[src/baeq_cfg.svh]
// constants of the bus activity event qualifier
`ifndef BAEQ_CFG_SVH
`define BAEQ_CFG_SVH
`define BAEQ_AW          8
`define BAEQ_OFF_SEL_A   8'h00
`define BAEQ_OFF_SEL_B   8'h04
`define BAEQ_OFF_CFG     4'h1
`define BAEQ_OFF_STAT    8'h20
`define BAEQ_EV_HI       31
`define BAEQ_EV_LO       25
`define BAEQ_EV_DATA     7'h17
`define BAEQ_EV_ALLOC    7'h03
`define BAEQ_MASK_LO     9
`define BAEQ_SEL_OS      3
`define BAEQ_SEL_USR     2
`define BAEQ_CFG_EN      12
`define BAEQ_CFG_SEL_HI  15
`define BAEQ_CFG_SEL_LO  13
`define BAEQ_CFG_SEL_VAL 3'h6
`define BAEQ_CFG_EDGE    24
`define BAEQ_M_DRV       0
`define BAEQ_M_OWN       1
`define BAEQ_M_OTH       2
`define BAEQ_M_RSV       3
`define BAEQ_M_REQ_HI    4
`define BAEQ_M_RD        5
`define BAEQ_M_WR        6
`define BAEQ_M_MEM_HI    11
`define BAEQ_M_MEM_LO    7
`define BAEQ_M_SRC_OWN   13
`define BAEQ_M_SRC_OTH   14
`define BAEQ_MODEL_NEW   4'h2
`define BAEQ_LEN_PART    3'h2
`define BAEQ_LEN_FULL    3'h4
`define BAEQ_RESP_OKAY   2'h0
`define BAEQ_RESP_ERR    2'h2
`endif

[src/baeq_pkg.sv]
// types of the bus activity event qualifier
package baeq_pkg;
  typedef struct packed {
    logic [2:0] cnt;
    logic       act;
  } baeq_str_t;

  typedef struct packed {
    logic [8:0]       sync1;
    logic [8:0]       sync2;
    logic [1:0]       strap_wait;
    logic             strap_done;
    logic [3:0]       model;
    logic [31:0]      sel_a;
    logic [31:0]      sel_b;
    logic [3:0][31:0] cfg;
    logic [3:0]       prev;
    logic [3:0]       pulse;
    logic             last_full;
    logic             awrdy;
    logic             wrdy;
    logic             aw_held;
    logic             w_held;
    logic [7:0]       aw_addr;
    logic [31:0]      wdata;
    logic [3:0]       wstrb;
    logic             bvalid;
    logic [1:0]       bresp;
    logic             arrdy;
    logic             rvalid;
    logic [31:0]      rdata;
    logic [1:0]       rresp;
  } baeq_state_t;
endpackage : baeq_pkg

[src/baeq_stretch.sv]
// holds a qualifying condition for a partial or full-line length
`include "baeq_cfg.svh"
module baeq_stretch
(
  // clock and reset
  input  wire logic clk_sys_i,
  input  wire logic rst_n_i,
  // start of a phase and its length
  input  wire logic start_i,
  input  wire logic full_i,
  // held condition
  output logic      active_o
);
  baeq_pkg::baeq_str_t s_ff;
  baeq_pkg::baeq_str_t nxt_s;

  // ==========================================================
  // next state
  always_comb
  begin
    nxt_s = s_ff;
    if (start_i)
    begin
      // a new phase restarts the hold, so stalls repeat it
      nxt_s.cnt = full_i ? `BAEQ_LEN_FULL - 3'h1
                         : `BAEQ_LEN_PART - 3'h1;
      nxt_s.act = 1'b1;
    end
    else if (s_ff.cnt != 3'h0)
    begin
      nxt_s.cnt = s_ff.cnt - 3'h1;
    end
    else
    begin
      nxt_s.act = 1'b0;
    end
  end

  always_ff @(posedge clk_sys_i or negedge rst_n_i)
  begin
    if (!rst_n_i)
    begin
      s_ff <= '0;
    end
    else
    begin
      s_ff <= nxt_s;
    end
  end

  assign active_o = s_ff.act;

  // ==========================================================
  // checks
  a_full_hold: assert property (
    @(posedge clk_sys_i) disable iff (!rst_n_i)
    start_i && full_i |=> active_o [*4])
    else $error("full-line condition not held four clocks");

  a_part_end: assert property (
    @(posedge clk_sys_i) disable iff (!rst_n_i)
    start_i && !full_i ##1 !start_i ##1 !start_i |=> !active_o)
    else $error("partial condition held past two clocks");
endmodule : baeq_stretch

[src/baeq_top.sv]
// bus activity event qualifier with its AXI4-Lite register file
// Contract
// - count each data ready or busy event
// - select a feeds counters 0,1; b feeds 2,3
// - mask bit 0 counts self-driven data
// - driven data held 2 or 4 clocks
// - mask bit 1 counts self-sampled data, 2/4
// - mask bit 2 counts data not sampled here
// - foreign data held 2 or 4 clocks
// - mask bit 3 counts own reservation, full only
// - reservation may repeat during lock stall
// - model 2 up: all allocation terms ANDed
// - older: any term ORed, then source ANDed
// - read/write-all bits ignore memory-type bits
// - allocation count ignores privilege level
// - allocation counts a line or a chunk
//
// Our own choices: the address map and the AXI4-Lite interface to the registers.
`include "baeq_cfg.svh"
module baeq_top
(
  // clock and reset
  input  wire logic        clk_sys_i,
  input  wire logic        rst_n_i,
  // bus pins and strap
  input  wire logic        data_ready_phase_i,
  input  wire logic        data_busy_reserve_i,
  input  wire logic        xfer_full_line_i,
  input  wire logic        xfer_self_drive_i,
  input  wire logic        xfer_self_sample_i,
  input  wire logic [3:0]  model_code_i,
  // queue allocation from core logic
  input  wire logic        alloc_valid_i,
  input  wire logic [4:0]  alloc_req_type_i,
  input  wire logic        alloc_read_i,
  input  wire logic        alloc_write_i,
  input  wire logic [4:0]  alloc_mem_type_i,
  input  wire logic        alloc_src_own_i,
  input  wire logic        alloc_src_other_i,
  input  wire logic        alloc_full_line_i,
  input  wire logic        privilege_level_user_i,
  // AXI4-Lite slave
  input  wire logic [7:0]  s_axi_awaddr,
  input  wire logic        s_axi_awvalid,
  output logic             s_axi_awready,
  input  wire logic [31:0] s_axi_wdata,
  input  wire logic [3:0]  s_axi_wstrb,
  input  wire logic        s_axi_wvalid,
  output logic             s_axi_wready,
  output logic [1:0]       s_axi_bresp,
  output logic             s_axi_bvalid,
  input  wire logic        s_axi_bready,
  input  wire logic [7:0]  s_axi_araddr,
  input  wire logic        s_axi_arvalid,
  output logic             s_axi_arready,
  output logic [31:0]      s_axi_rdata,
  output logic [1:0]       s_axi_rresp,
  output logic             s_axi_rvalid,
  input  wire logic        s_axi_rready,
  // count pulses to the counter core
  output logic [3:0]       count_pulse_o,
  output logic             count_unit_full_o
);
  baeq_pkg::baeq_state_t s_ff;
  baeq_pkg::baeq_state_t nxt_s;

  logic [3:0] start;
  logic [3:0] len4;
  logic [3:0] act;
  logic [1:0] cond_bank;
  logic [3:0] live;
  logic [3:0] edge_on;

  // ==========================================================
  // condition hold per data activity kind
  always_comb
  begin
    start[0] = s_ff.sync2[0] && s_ff.sync2[3];
    start[1] = s_ff.sync2[0] && s_ff.sync2[4];
    start[2] = s_ff.sync2[0] && !s_ff.sync2[4];
    start[3] = s_ff.sync2[1] && s_ff.sync2[3] && s_ff.sync2[2];
    len4     = {1'b0, {3{s_ff.sync2[2]}}};
  end

  genvar g;
  generate
    for (g = 0; g < 4; g++)
    begin : g_hold
      baeq_stretch u_hold
      (
        .clk_sys_i (clk_sys_i),
        .rst_n_i   (rst_n_i),
        .start_i   (start[g]),
        .full_i    (len4[g]),
        .active_o  (act[g])
      );
    end
  endgenerate

  // ==========================================================
  // queue allocation trigger for one mask
  function automatic logic alloc_hit(input logic [15:0] m,
                                     input logic        newer);
    logic req;
    logic rw;
    logic mem;
    logic src;
    logic any_rw;
    req    = m[`BAEQ_M_REQ_HI:0] == alloc_req_type_i;
    rw     = (m[`BAEQ_M_RD] && alloc_read_i) ||
             (m[`BAEQ_M_WR] && alloc_write_i);
    any_rw = m[`BAEQ_M_RD] || m[`BAEQ_M_WR];
    mem    = |(m[`BAEQ_M_MEM_HI:`BAEQ_M_MEM_LO] & alloc_mem_type_i);
    src    = (m[`BAEQ_M_SRC_OWN] && alloc_src_own_i) ||
             (m[`BAEQ_M_SRC_OTH] && alloc_src_other_i);
    if (newer)
    begin
      alloc_hit = req && rw && (mem || any_rw) && src;
    end
    else
    begin
      alloc_hit = (req || rw || (mem && !any_rw)) && src;
    end
  endfunction : alloc_hit

  // data activity condition for one event select
  function automatic logic bank_cond(input logic [31:0] sel,
                                     input logic [3:0]  a,
                                     input logic        newer);
    logic [15:0] m;
    logic        priv_ok;
    m = sel[`BAEQ_MASK_LO+15:`BAEQ_MASK_LO];
    priv_ok = privilege_level_user_i ? sel[`BAEQ_SEL_USR]
                                     : sel[`BAEQ_SEL_OS];
    bank_cond = 1'b0;
    if (sel[`BAEQ_EV_HI:`BAEQ_EV_LO] == `BAEQ_EV_DATA)
    begin
      bank_cond = priv_ok && |(m[`BAEQ_M_RSV:0] & a);
    end
    else if (sel[`BAEQ_EV_HI:`BAEQ_EV_LO] == `BAEQ_EV_ALLOC)
    begin
      // privilege filter does not apply here
      bank_cond = alloc_valid_i && alloc_hit(m, newer);
    end
  endfunction : bank_cond

  // ==========================================================
  // register write with byte strobes
  function automatic logic [31:0] merge(input logic [31:0] old,
                                        input logic [31:0] d,
                                        input logic [3:0]  be);
    logic [31:0] r;
    r = old;
    for (int i = 0; i < 4; i++)
    begin
      if (be[i])
      begin
        r[i*8 +: 8] = d[i*8 +: 8];
      end
    end
    merge = r;
  endfunction : merge

  // ==========================================================
  // next state
  always_comb
  begin
    logic        newer;
    logic [7:0]  ra;
    logic [31:0] rd;
    logic        ok;
    nxt_s = s_ff;
    ra    = '0;
    rd    = '0;
    ok    = 1'b0;
    newer = s_ff.model >= `BAEQ_MODEL_NEW;

    // pin synchronisers and strap capture after reset release
    nxt_s.sync1 = {model_code_i, xfer_self_sample_i, xfer_self_drive_i,
                   xfer_full_line_i, data_busy_reserve_i,
                   data_ready_phase_i};
    nxt_s.sync2 = s_ff.sync1;
    nxt_s.strap_wait = {s_ff.strap_wait[0], 1'b1};
    if (s_ff.strap_wait[1] && !s_ff.strap_done)
    begin
      nxt_s.model      = s_ff.sync2[8:5];
      nxt_s.strap_done = 1'b1;
    end

    // counter feeds
    cond_bank[0] = bank_cond(s_ff.sel_a, act, newer);
    cond_bank[1] = bank_cond(s_ff.sel_b, act, newer);
    for (int k = 0; k < 4; k++)
    begin
      live[k] = s_ff.cfg[k][`BAEQ_CFG_EN] &&
                s_ff.cfg[k][`BAEQ_CFG_SEL_HI:`BAEQ_CFG_SEL_LO] ==
                `BAEQ_CFG_SEL_VAL;
      edge_on[k] = s_ff.cfg[k][`BAEQ_CFG_EDGE];
      nxt_s.prev[k] = cond_bank[k/2];
      nxt_s.pulse[k] = live[k] && cond_bank[k/2] &&
                       !(edge_on[k] && s_ff.prev[k]);
    end
    if (alloc_valid_i)
    begin
      nxt_s.last_full = alloc_full_line_i;
    end

    // write channel
    if (s_axi_awvalid && s_ff.awrdy)
    begin
      nxt_s.aw_addr = s_axi_awaddr;
      nxt_s.aw_held = 1'b1;
      nxt_s.awrdy   = 1'b0;
    end
    if (s_axi_wvalid && s_ff.wrdy)
    begin
      nxt_s.wdata  = s_axi_wdata;
      nxt_s.wstrb  = s_axi_wstrb;
      nxt_s.w_held = 1'b1;
      nxt_s.wrdy   = 1'b0;
    end
    if (s_ff.aw_held && s_ff.w_held && !s_ff.bvalid)
    begin
      nxt_s.bvalid = 1'b1;
      nxt_s.bresp  = `BAEQ_RESP_OKAY;
      nxt_s.aw_held = 1'b0;
      nxt_s.w_held  = 1'b0;
      if (s_ff.aw_addr == `BAEQ_OFF_SEL_A)
      begin
        nxt_s.sel_a = merge(s_ff.sel_a, s_ff.wdata, s_ff.wstrb);
      end
      else if (s_ff.aw_addr == `BAEQ_OFF_SEL_B)
      begin
        nxt_s.sel_b = merge(s_ff.sel_b, s_ff.wdata, s_ff.wstrb);
      end
      else if (s_ff.aw_addr[7:4] == `BAEQ_OFF_CFG &&
               s_ff.aw_addr[1:0] == 2'h0)
      begin
        nxt_s.cfg[s_ff.aw_addr[3:2]] =
          merge(s_ff.cfg[s_ff.aw_addr[3:2]], s_ff.wdata, s_ff.wstrb);
      end
      else if (s_ff.aw_addr != `BAEQ_OFF_STAT)
      begin
        nxt_s.bresp = `BAEQ_RESP_ERR;
      end
    end
    if (s_ff.bvalid && s_axi_bready)
    begin
      nxt_s.bvalid = 1'b0;
      nxt_s.awrdy  = 1'b1;
      nxt_s.wrdy   = 1'b1;
    end

    // read channel
    if (s_axi_arvalid && s_ff.arrdy)
    begin
      ra = s_axi_araddr;
      ok = 1'b1;
      if (ra == `BAEQ_OFF_SEL_A)
      begin
        rd = s_ff.sel_a;
      end
      else if (ra == `BAEQ_OFF_SEL_B)
      begin
        rd = s_ff.sel_b;
      end
      else if (ra[7:4] == `BAEQ_OFF_CFG && ra[1:0] == 2'h0)
      begin
        rd = s_ff.cfg[ra[3:2]];
      end
      else if (ra == `BAEQ_OFF_STAT)
      begin
        rd = {18'h0, s_ff.strap_done, s_ff.last_full, s_ff.model,
              s_ff.prev, act};
      end
      else
      begin
        ok = 1'b0;
      end
      nxt_s.rdata  = rd;
      nxt_s.rresp  = ok ? `BAEQ_RESP_OKAY : `BAEQ_RESP_ERR;
      nxt_s.rvalid = 1'b1;
      nxt_s.arrdy  = 1'b0;
    end
    if (s_ff.rvalid && s_axi_rready)
    begin
      nxt_s.rvalid = 1'b0;
      nxt_s.arrdy  = 1'b1;
    end
  end

  // ==========================================================
  // state register
  always_ff @(posedge clk_sys_i or negedge rst_n_i)
  begin
    if (!rst_n_i)
    begin
      s_ff       <= '0;
      s_ff.awrdy <= 1'b1;
      s_ff.wrdy  <= 1'b1;
      s_ff.arrdy <= 1'b1;
    end
    else
    begin
      s_ff <= nxt_s;
    end
  end

  assign s_axi_awready     = s_ff.awrdy;
  assign s_axi_wready      = s_ff.wrdy;
  assign s_axi_bvalid      = s_ff.bvalid;
  assign s_axi_bresp       = s_ff.bresp;
  assign s_axi_arready     = s_ff.arrdy;
  assign s_axi_rvalid      = s_ff.rvalid;
  assign s_axi_rdata       = s_ff.rdata;
  assign s_axi_rresp       = s_ff.rresp;
  assign count_pulse_o     = s_ff.pulse;
  assign count_unit_full_o = s_ff.last_full;

  // ==========================================================
  // checks
  a_bank_split: assert property (
    @(posedge clk_sys_i) disable iff (!rst_n_i)
    s_ff.pulse[0] || s_ff.pulse[1] |-> $past(cond_bank[0]))
    else $error("counter 0 or 1 fed without select a");

  a_drv_count: assert property (
    @(posedge clk_sys_i) disable iff (!rst_n_i)
    s_ff.sel_a[`BAEQ_EV_HI:`BAEQ_EV_LO] == `BAEQ_EV_DATA &&
    s_ff.sel_a[`BAEQ_MASK_LO] && s_ff.sel_a[`BAEQ_SEL_USR] &&
    s_ff.sel_a[`BAEQ_SEL_OS] && act[0] && live[0] && !edge_on[0]
    |=> s_ff.pulse[0])
    else $error("driven data not counted");

  a_own_count: assert property (
    @(posedge clk_sys_i) disable iff (!rst_n_i)
    start[1] && s_ff.sel_b[`BAEQ_EV_HI:`BAEQ_EV_LO] == `BAEQ_EV_DATA &&
    s_ff.sel_b[`BAEQ_MASK_LO+1] && s_ff.sel_b[`BAEQ_SEL_USR] &&
    s_ff.sel_b[`BAEQ_SEL_OS] && live[2] && !edge_on[2]
    ##1 live[2] && !edge_on[2] && $stable(s_ff.sel_b)
    |=> s_ff.pulse[2])
    else $error("sampled data not counted");

  a_foreign_data: assert property (
    @(posedge clk_sys_i) disable iff (!rst_n_i)
    s_ff.sel_a[`BAEQ_EV_HI:`BAEQ_EV_LO] == `BAEQ_EV_DATA &&
    s_ff.sel_a[`BAEQ_MASK_LO+2] && s_ff.sel_a[`BAEQ_SEL_USR] &&
    s_ff.sel_a[`BAEQ_SEL_OS] && act[2] && live[1] && !edge_on[1]
    |=> s_ff.pulse[1])
    else $error("foreign data not counted");

  a_rsv_full: assert property (
    @(posedge clk_sys_i) disable iff (!rst_n_i)
    !$past(start[3]) && !$past(start[3], 2) |-> !act[3])
    else $error("reservation held without full-line write");

  a_alloc_new: assert property (
    @(posedge clk_sys_i) disable iff (!rst_n_i)
    s_ff.model >= `BAEQ_MODEL_NEW && alloc_valid_i &&
    s_ff.sel_a[`BAEQ_EV_HI:`BAEQ_EV_LO] == `BAEQ_EV_ALLOC &&
    live[0] && !edge_on[0] && !alloc_src_own_i && !alloc_src_other_i
    |=> !s_ff.pulse[0])
    else $error("allocation counted without source match");

  a_alloc_old: assert property (
    @(posedge clk_sys_i) disable iff (!rst_n_i)
    s_ff.model < `BAEQ_MODEL_NEW && alloc_valid_i &&
    s_ff.sel_a[`BAEQ_EV_HI:`BAEQ_EV_LO] == `BAEQ_EV_ALLOC &&
    s_ff.sel_a[`BAEQ_MASK_LO+`BAEQ_M_RD] && alloc_read_i &&
    s_ff.sel_a[`BAEQ_MASK_LO+`BAEQ_M_SRC_OWN] && alloc_src_own_i &&
    live[0] && !edge_on[0] |=> s_ff.pulse[0])
    else $error("older model allocation term not ORed");

  a_mem_ignore: assert property (
    @(posedge clk_sys_i) disable iff (!rst_n_i)
    s_ff.model >= `BAEQ_MODEL_NEW && alloc_valid_i &&
    s_ff.sel_a[`BAEQ_EV_HI:`BAEQ_EV_LO] == `BAEQ_EV_ALLOC &&
    s_ff.sel_a[`BAEQ_MASK_LO+4:`BAEQ_MASK_LO] == alloc_req_type_i &&
    s_ff.sel_a[`BAEQ_MASK_LO+`BAEQ_M_WR] && alloc_write_i &&
    s_ff.sel_a[`BAEQ_MASK_LO+`BAEQ_M_SRC_OTH] && alloc_src_other_i &&
    live[0] && !edge_on[0] |=> s_ff.pulse[0])
    else $error("memory type not ignored with write-all");
endmodule : baeq_top

[config.mk]
export PLATFORM = sky130hd
export DESIGN_NAME = baeq_top
export DESIGN_NICKNAME = d
export VERILOG_FILES = /design/src/baeq_pkg.sv /design/src/baeq_stretch.sv /design/src/baeq_top.sv
export VERILOG_INCLUDE_DIRS = /design/src
export SDC_FILE = /design/constraint.sdc
export NUM_CORES = 1
export LEC_CHECK = 0
export BUFFER_PORTS_ARGS = -buffer_cell sky130_fd_sc_hd__buf_2
export CAP_MARGIN = 0
export CORE_ASPECT_RATIO = 0.5
export CORE_MARGIN = 1
export CORE_UTILIZATION = 30
export DETAILED_ROUTE_END_ITERATION = 8
export SYNTH_ARGS = -nofsm -noshare
export SYNTH_HDL_FRONTEND = slang
export SYNTH_SLANG_ARGS = --single-unit
[constraint.sdc]
create_clock -name clk_sys_i -period 3.2 [get_ports clk_sys_i]
set_input_delay 0.48 -clock clk_sys_i [delete_from_list [all_inputs] [get_ports clk_sys_i]]
set_output_delay 0.48 -clock clk_sys_i [all_outputs]
set_load 0.02 [all_outputs]
==> results.md <==
* Destination of the worst register-to-register timing path: s_ff[262]
* Actual transition at the worst max-transition pin at 0.9006 ns
* Worst stage delay on the critical path at 0.56 ns
* Global-route wire length before repair at 60070 um
* Number of unique standard cell types used by synthesis at 50
* Highest metal layer with signal wires: met5
* Hold EP: nxt_s[302]
* F_max at 0.3971 GHz
* Startpoint of the lowest-slack register-to-register path: s_ff[76]
* Reg2Reg Depth at 4
* Hold-fix buffers at CTS at 1
* Total number of nets in the final design at 1453
* Unrepaired setup endpoints after global routing: no
* Dominant synthesized flop cell: sky130_fd_sc_hd__dfrtp_1
* Largest net degree at the start of global routing at 69
* Internal power at 8722 uW
* Outcome: finished clean
* Number of iterations in the first detailed-routing pass at 7
* Number of buffers inserted during clock tree synthesis at 35
* Detailed-route wire length per cell at 18.77 um
* Worst Hold Depth at 1
* Ordered cell list for the critical path: or4_4 -> or4_4 -> nor4b_4 -> mux2_2
* Top cell by count, worst path: sky130_fd_sc_hd__or4_4
* M1 wire length at 17130 um
* Reg2reg setup slack at 0.68 ns
* Max Clock Skew at 0.01201 ns
* Critical Path Stages at 4
* Worst voltage drop across the vdd grid at 0.2918 mV
* Net Sw Power at 3816 uW
* Launch instance of the worst min-delay path: model_code_i[2]
* Final hold vios at 0
* Setup Crit Path Kind: register to register
* Total routing resource utilization after global routing at 0.1497
* Final clock period utilization by the worst path at 0.7871
* Number of levels the H-tree was split into at 2
* Count of vias placed by the detailed router at 10.08k
* Sw frac at 0.3044
* Number of storage elements in the synthesis netlist at 325
* Met3 wire length at 1661 um
* Vias in the first global route at 10.05k
* Total setup buffers inserted after CTS at 0
* Number of synthesized flops with an enable pin at 0
* Core footprint at 0.04921 mm2
* Power share of the sequential group at 0.462
* Total instance count after detailed placement at 1971
* Ratio of cells with drive above 1 in the final layout at 0.3047
* Die width at 320.2 um
* Required @ worst endpoint at 3.60 ns
* Setup crit end kind: register
* Max-slew violation total from the final report at 0
* Remaining global-route overflow at 0
* Buffer cell driving the clock tree root: sky130_fd_sc_hd__clkbuf_16
* Routed vias/inst at 4.952
* Total met2 wirelength after detailed routing at 18460 um
* Detailed Route WL at 38220 um
* Cell area after synthesis at 0.01519 mm2
* Clock Path Buffers at 3
* Power density of the placed cells at 710.8 mW/mm2
* Clock tree from TritonCTS: done
* Number of buffer and inverter stages on the critical path at 0
* Arrival time of data at the critical path endpoint at 2.92 ns
* Final setup fails at 0
* Overall die area at 0.05158 mm2
* Vertical die dimension at 161.1 um
* Synthesized area divided by synthesized cell count at 11.88 um2
* Weighted congestion reported at the end of routability-driven placement at 0.8169
* Layout area overhead at 16.15%
* Non-filler cells in the finished layout at 2036
* Clock period minus worst slack at 2.519 ns
* Clock group share of total power at 0.345
* Number of design-rule violations left by the first detailed-router iteration at 823
* Final ANT Viol Nets at 0
* Worst relative slew slack at 0.3996
* Cell family with most CP delay: simple AND/OR/NAND/NOR gates
* Detailed-placement wirelength estimate at 26850 um
* Maximum net fanout on the critical path at 8
* Effective utilization at floorplan at 0.3086
* Source-to-sink clock delay at the later pin of the worst-skew pair at 0.52 ns
* Yosys warns at 0
* Number of cells upsized or downsized after cts at 0
* Class of the tightest hold or removal check: input pin to register
* Total negative setup slack at 0 ns
* Proportion of power drawn by combinational gates at 0.193
* Synthesized instance count at 1278
* Antenna violations before repair at 4
* Number of sinks on the clock net at 325
* Number of input and output port buffers inserted at 128
* Slowest stage cell on the critical path: sky130_fd_sc_hd__or4_4
* Row cnt at 57
* Maxcap violations at 0
* Fraction of registers with async set or reset after synthesis at 1.000
* Remaining routing DRC violations at 0
* Sort of element at the start of the critical path: register
* Clock-pin transition on the worst setup and hold timing paths at 0.06 ns
* Sequential cell area fraction in the yosys report at 0.5358
* Number of placed I/O pins at 131
* Leakage power total at 0.007884 uW
-- sequential cells by signal (all words and copies together), names as in the netlist, 4 cells and up --
signal and cells:
count_pulse_o 4, g_hold.u_hold.active_o 4, s_ff 250, s_axi_rdata 32
g_hold.u_hold.s_ff 12, edge_on 4, nxt_s 10
-- metal layers --
metal  track usage  vias up
li1              -     4722
met1        0.2028     5124
met2        0.2461      168
met3       0.02545       64
met4       0.04567        4
met5             0        -
-- cell usage in the layout, fill, tap and decap left out, drive strengths merged, types with 3 or more instances in the layout --
cell type / n
o21ai: 191
nor4b: 5
bufinv: 6
nand3: 8
o31ai: 10
a2111oi: 4
nor2b: 20
mux2i: 42
clkinvlp: 3
o41ai: 11
nand2b: 4
inv: 18
conb: 3
nand4b: 5
nor2: 36
nand2: 191
a22oi: 16
ha: 8
dfrtp: 322
nand3b: 3
buf: 158
dfstp: 3
nor3: 6
a221oi: 6
a21o: 4
or4: 3
a31oi: 4
xnor2: 14
mux2: 124
mux4: 64
a21oi: 20
clkbuf: 44
clkinv: 8
-- how the worst max path moves through the flow --
| stage | from | endpoint | slack (ns) |
|---|---|---|---|
| after floorplan | s_ff[76] | s_ff[256] | 0.89 |
| after global placement | s_ff[76] | s_ff[257] | 0.70 |
| after detailed placement | s_ff[76] | s_ff[259] | 0.68 |
| after CTS | s_ff[76] | s_ff[262] | 0.66 |
| after global routing | s_ff[76] | s_ff[136] | 0.53 |
| final | s_ff[76] | s_ff[262] | 0.68 |
-- metrics by stage --
stage,hold WS (ns),total power [uW],instance area [um2],setup WS (ns),utilization
floorplan,0.1844,7328,15190,0.8887,-
global placement,0.3317,8260,16390,0.6985,0.3331
detailed placement,0.3364,8316,16390,0.6838,0.3331
CTS,0.05004,12680,17630,0.6588,0.3584
global route,0.05232,13180,17640,0.5328,0.3584
finish,0.06845,12540,17640,0.6814,0.3585
-- cells in the mapped netlist (2+ instances only) --
master / number / area [um2]
sky130_fd_sc_hd__dfrtp_1: 322 / 8058
sky130_fd_sc_hd__o21ai_0: 191 / 955.9
sky130_fd_sc_hd__nand2_1: 185 / 694.4
sky130_fd_sc_hd__mux2_2: 121 / 1363
sky130_fd_sc_hd__mux4_2: 64 / 1441
sky130_fd_sc_hd__clkbuf_1: 60 / 225.2
sky130_fd_sc_hd__mux2i_1: 42 / 420.4
sky130_fd_sc_hd__buf_4: 40 / 300.3
sky130_fd_sc_hd__nor2_1: 36 / 135.1
sky130_fd_sc_hd__a21oi_1: 20 / 100.1
sky130_fd_sc_hd__nor2b_1: 20 / 125.1
sky130_fd_sc_hd__inv_1: 17 / 63.81
sky130_fd_sc_hd__a22oi_1: 16 / 120.1
sky130_fd_sc_hd__xnor2_1: 14 / 122.6
sky130_fd_sc_hd__o41ai_1: 11 / 96.34
sky130_fd_sc_hd__o31ai_1: 10 / 75.07
sky130_fd_sc_hd__buf_1: 8 / 30.03
sky130_fd_sc_hd__ha_1: 8 / 100.1
sky130_fd_sc_hd__nand3_1: 8 / 40.04
sky130_fd_sc_hd__buf_2: 7 / 35.03
sky130_fd_sc_hd__a221oi_1: 6 / 52.55
sky130_fd_sc_hd__nand2_2: 6 / 37.54
sky130_fd_sc_hd__nand4b_1: 5 / 43.79
sky130_fd_sc_hd__nor3_1: 5 / 25.02
sky130_fd_sc_hd__a2111oi_0: 4 / 35.03
sky130_fd_sc_hd__a21o_1: 4 / 30.03
sky130_fd_sc_hd__a31oi_1: 4 / 25.02
sky130_fd_sc_hd__nand2b_1: 4 / 25.02
sky130_fd_sc_hd__nor4b_1: 4 / 35.03
sky130_fd_sc_hd__dfstp_2: 3 / 78.83
sky130_fd_sc_hd__mux2_1: 3 / 33.78
sky130_fd_sc_hd__nand3b_1: 3 / 22.52
sky130_fd_sc_hd__a211o_1: 2 / 17.52
sky130_fd_sc_hd__a222oi_1: 2 / 20.02
sky130_fd_sc_hd__a22o_1: 2 / 17.52
sky130_fd_sc_hd__conb_1: 2 / 7.510
sky130_fd_sc_hd__nand4_1: 2 / 12.51
sky130_fd_sc_hd__nor4_1: 2 / 12.51
sky130_fd_sc_hd__o211ai_1: 2 / 15.01
sky130_fd_sc_hd__or2_2: 2 / 12.51
sky130_fd_sc_hd__or4_4: 2 / 22.52
-- power groups by stage --
stage	registers (uW)	logic (uW)	clock network (uW)
after floorplan	5290	2040	0
after global placement	5870	2390	0
after detailed placement	5880	2430	0
after CTS	5810	2450	4430
after global routing	5920	2660	4600
final	5790	2420	4330
-- kinds of logic after synthesis --
family | count (synthesis) | share of synthesized area
XOR/XNOR | 14 | 0.008074
AND/OR/NAND/NOR | 292 | 0.08807
other | 2 | 0.0004945
flip-flops | 325 | 0.5358
multiplexers | 230 | 0.2145
AO/OA/AOI/OAI | 275 | 0.1034
buffers and inverters | 132 | 0.04309
adder cells (fa/ha/maj) | 8 | 0.006591
-- final cells by class --
class                           count  area [um2]
Fill cell                        4823       31570
Sequential cell                   325        8139
Multi-Input combinational cell    822        6410
Clock buffer                       44       982.2
Timing Repair Buffer              159       975.9
Tap cell                          649       812.0
Clock inverter                     18       251.5
Inverter                           17       63.81
Antenna cell                        2       5.005
No activity file was read; power rests on OpenSTA's default activity.
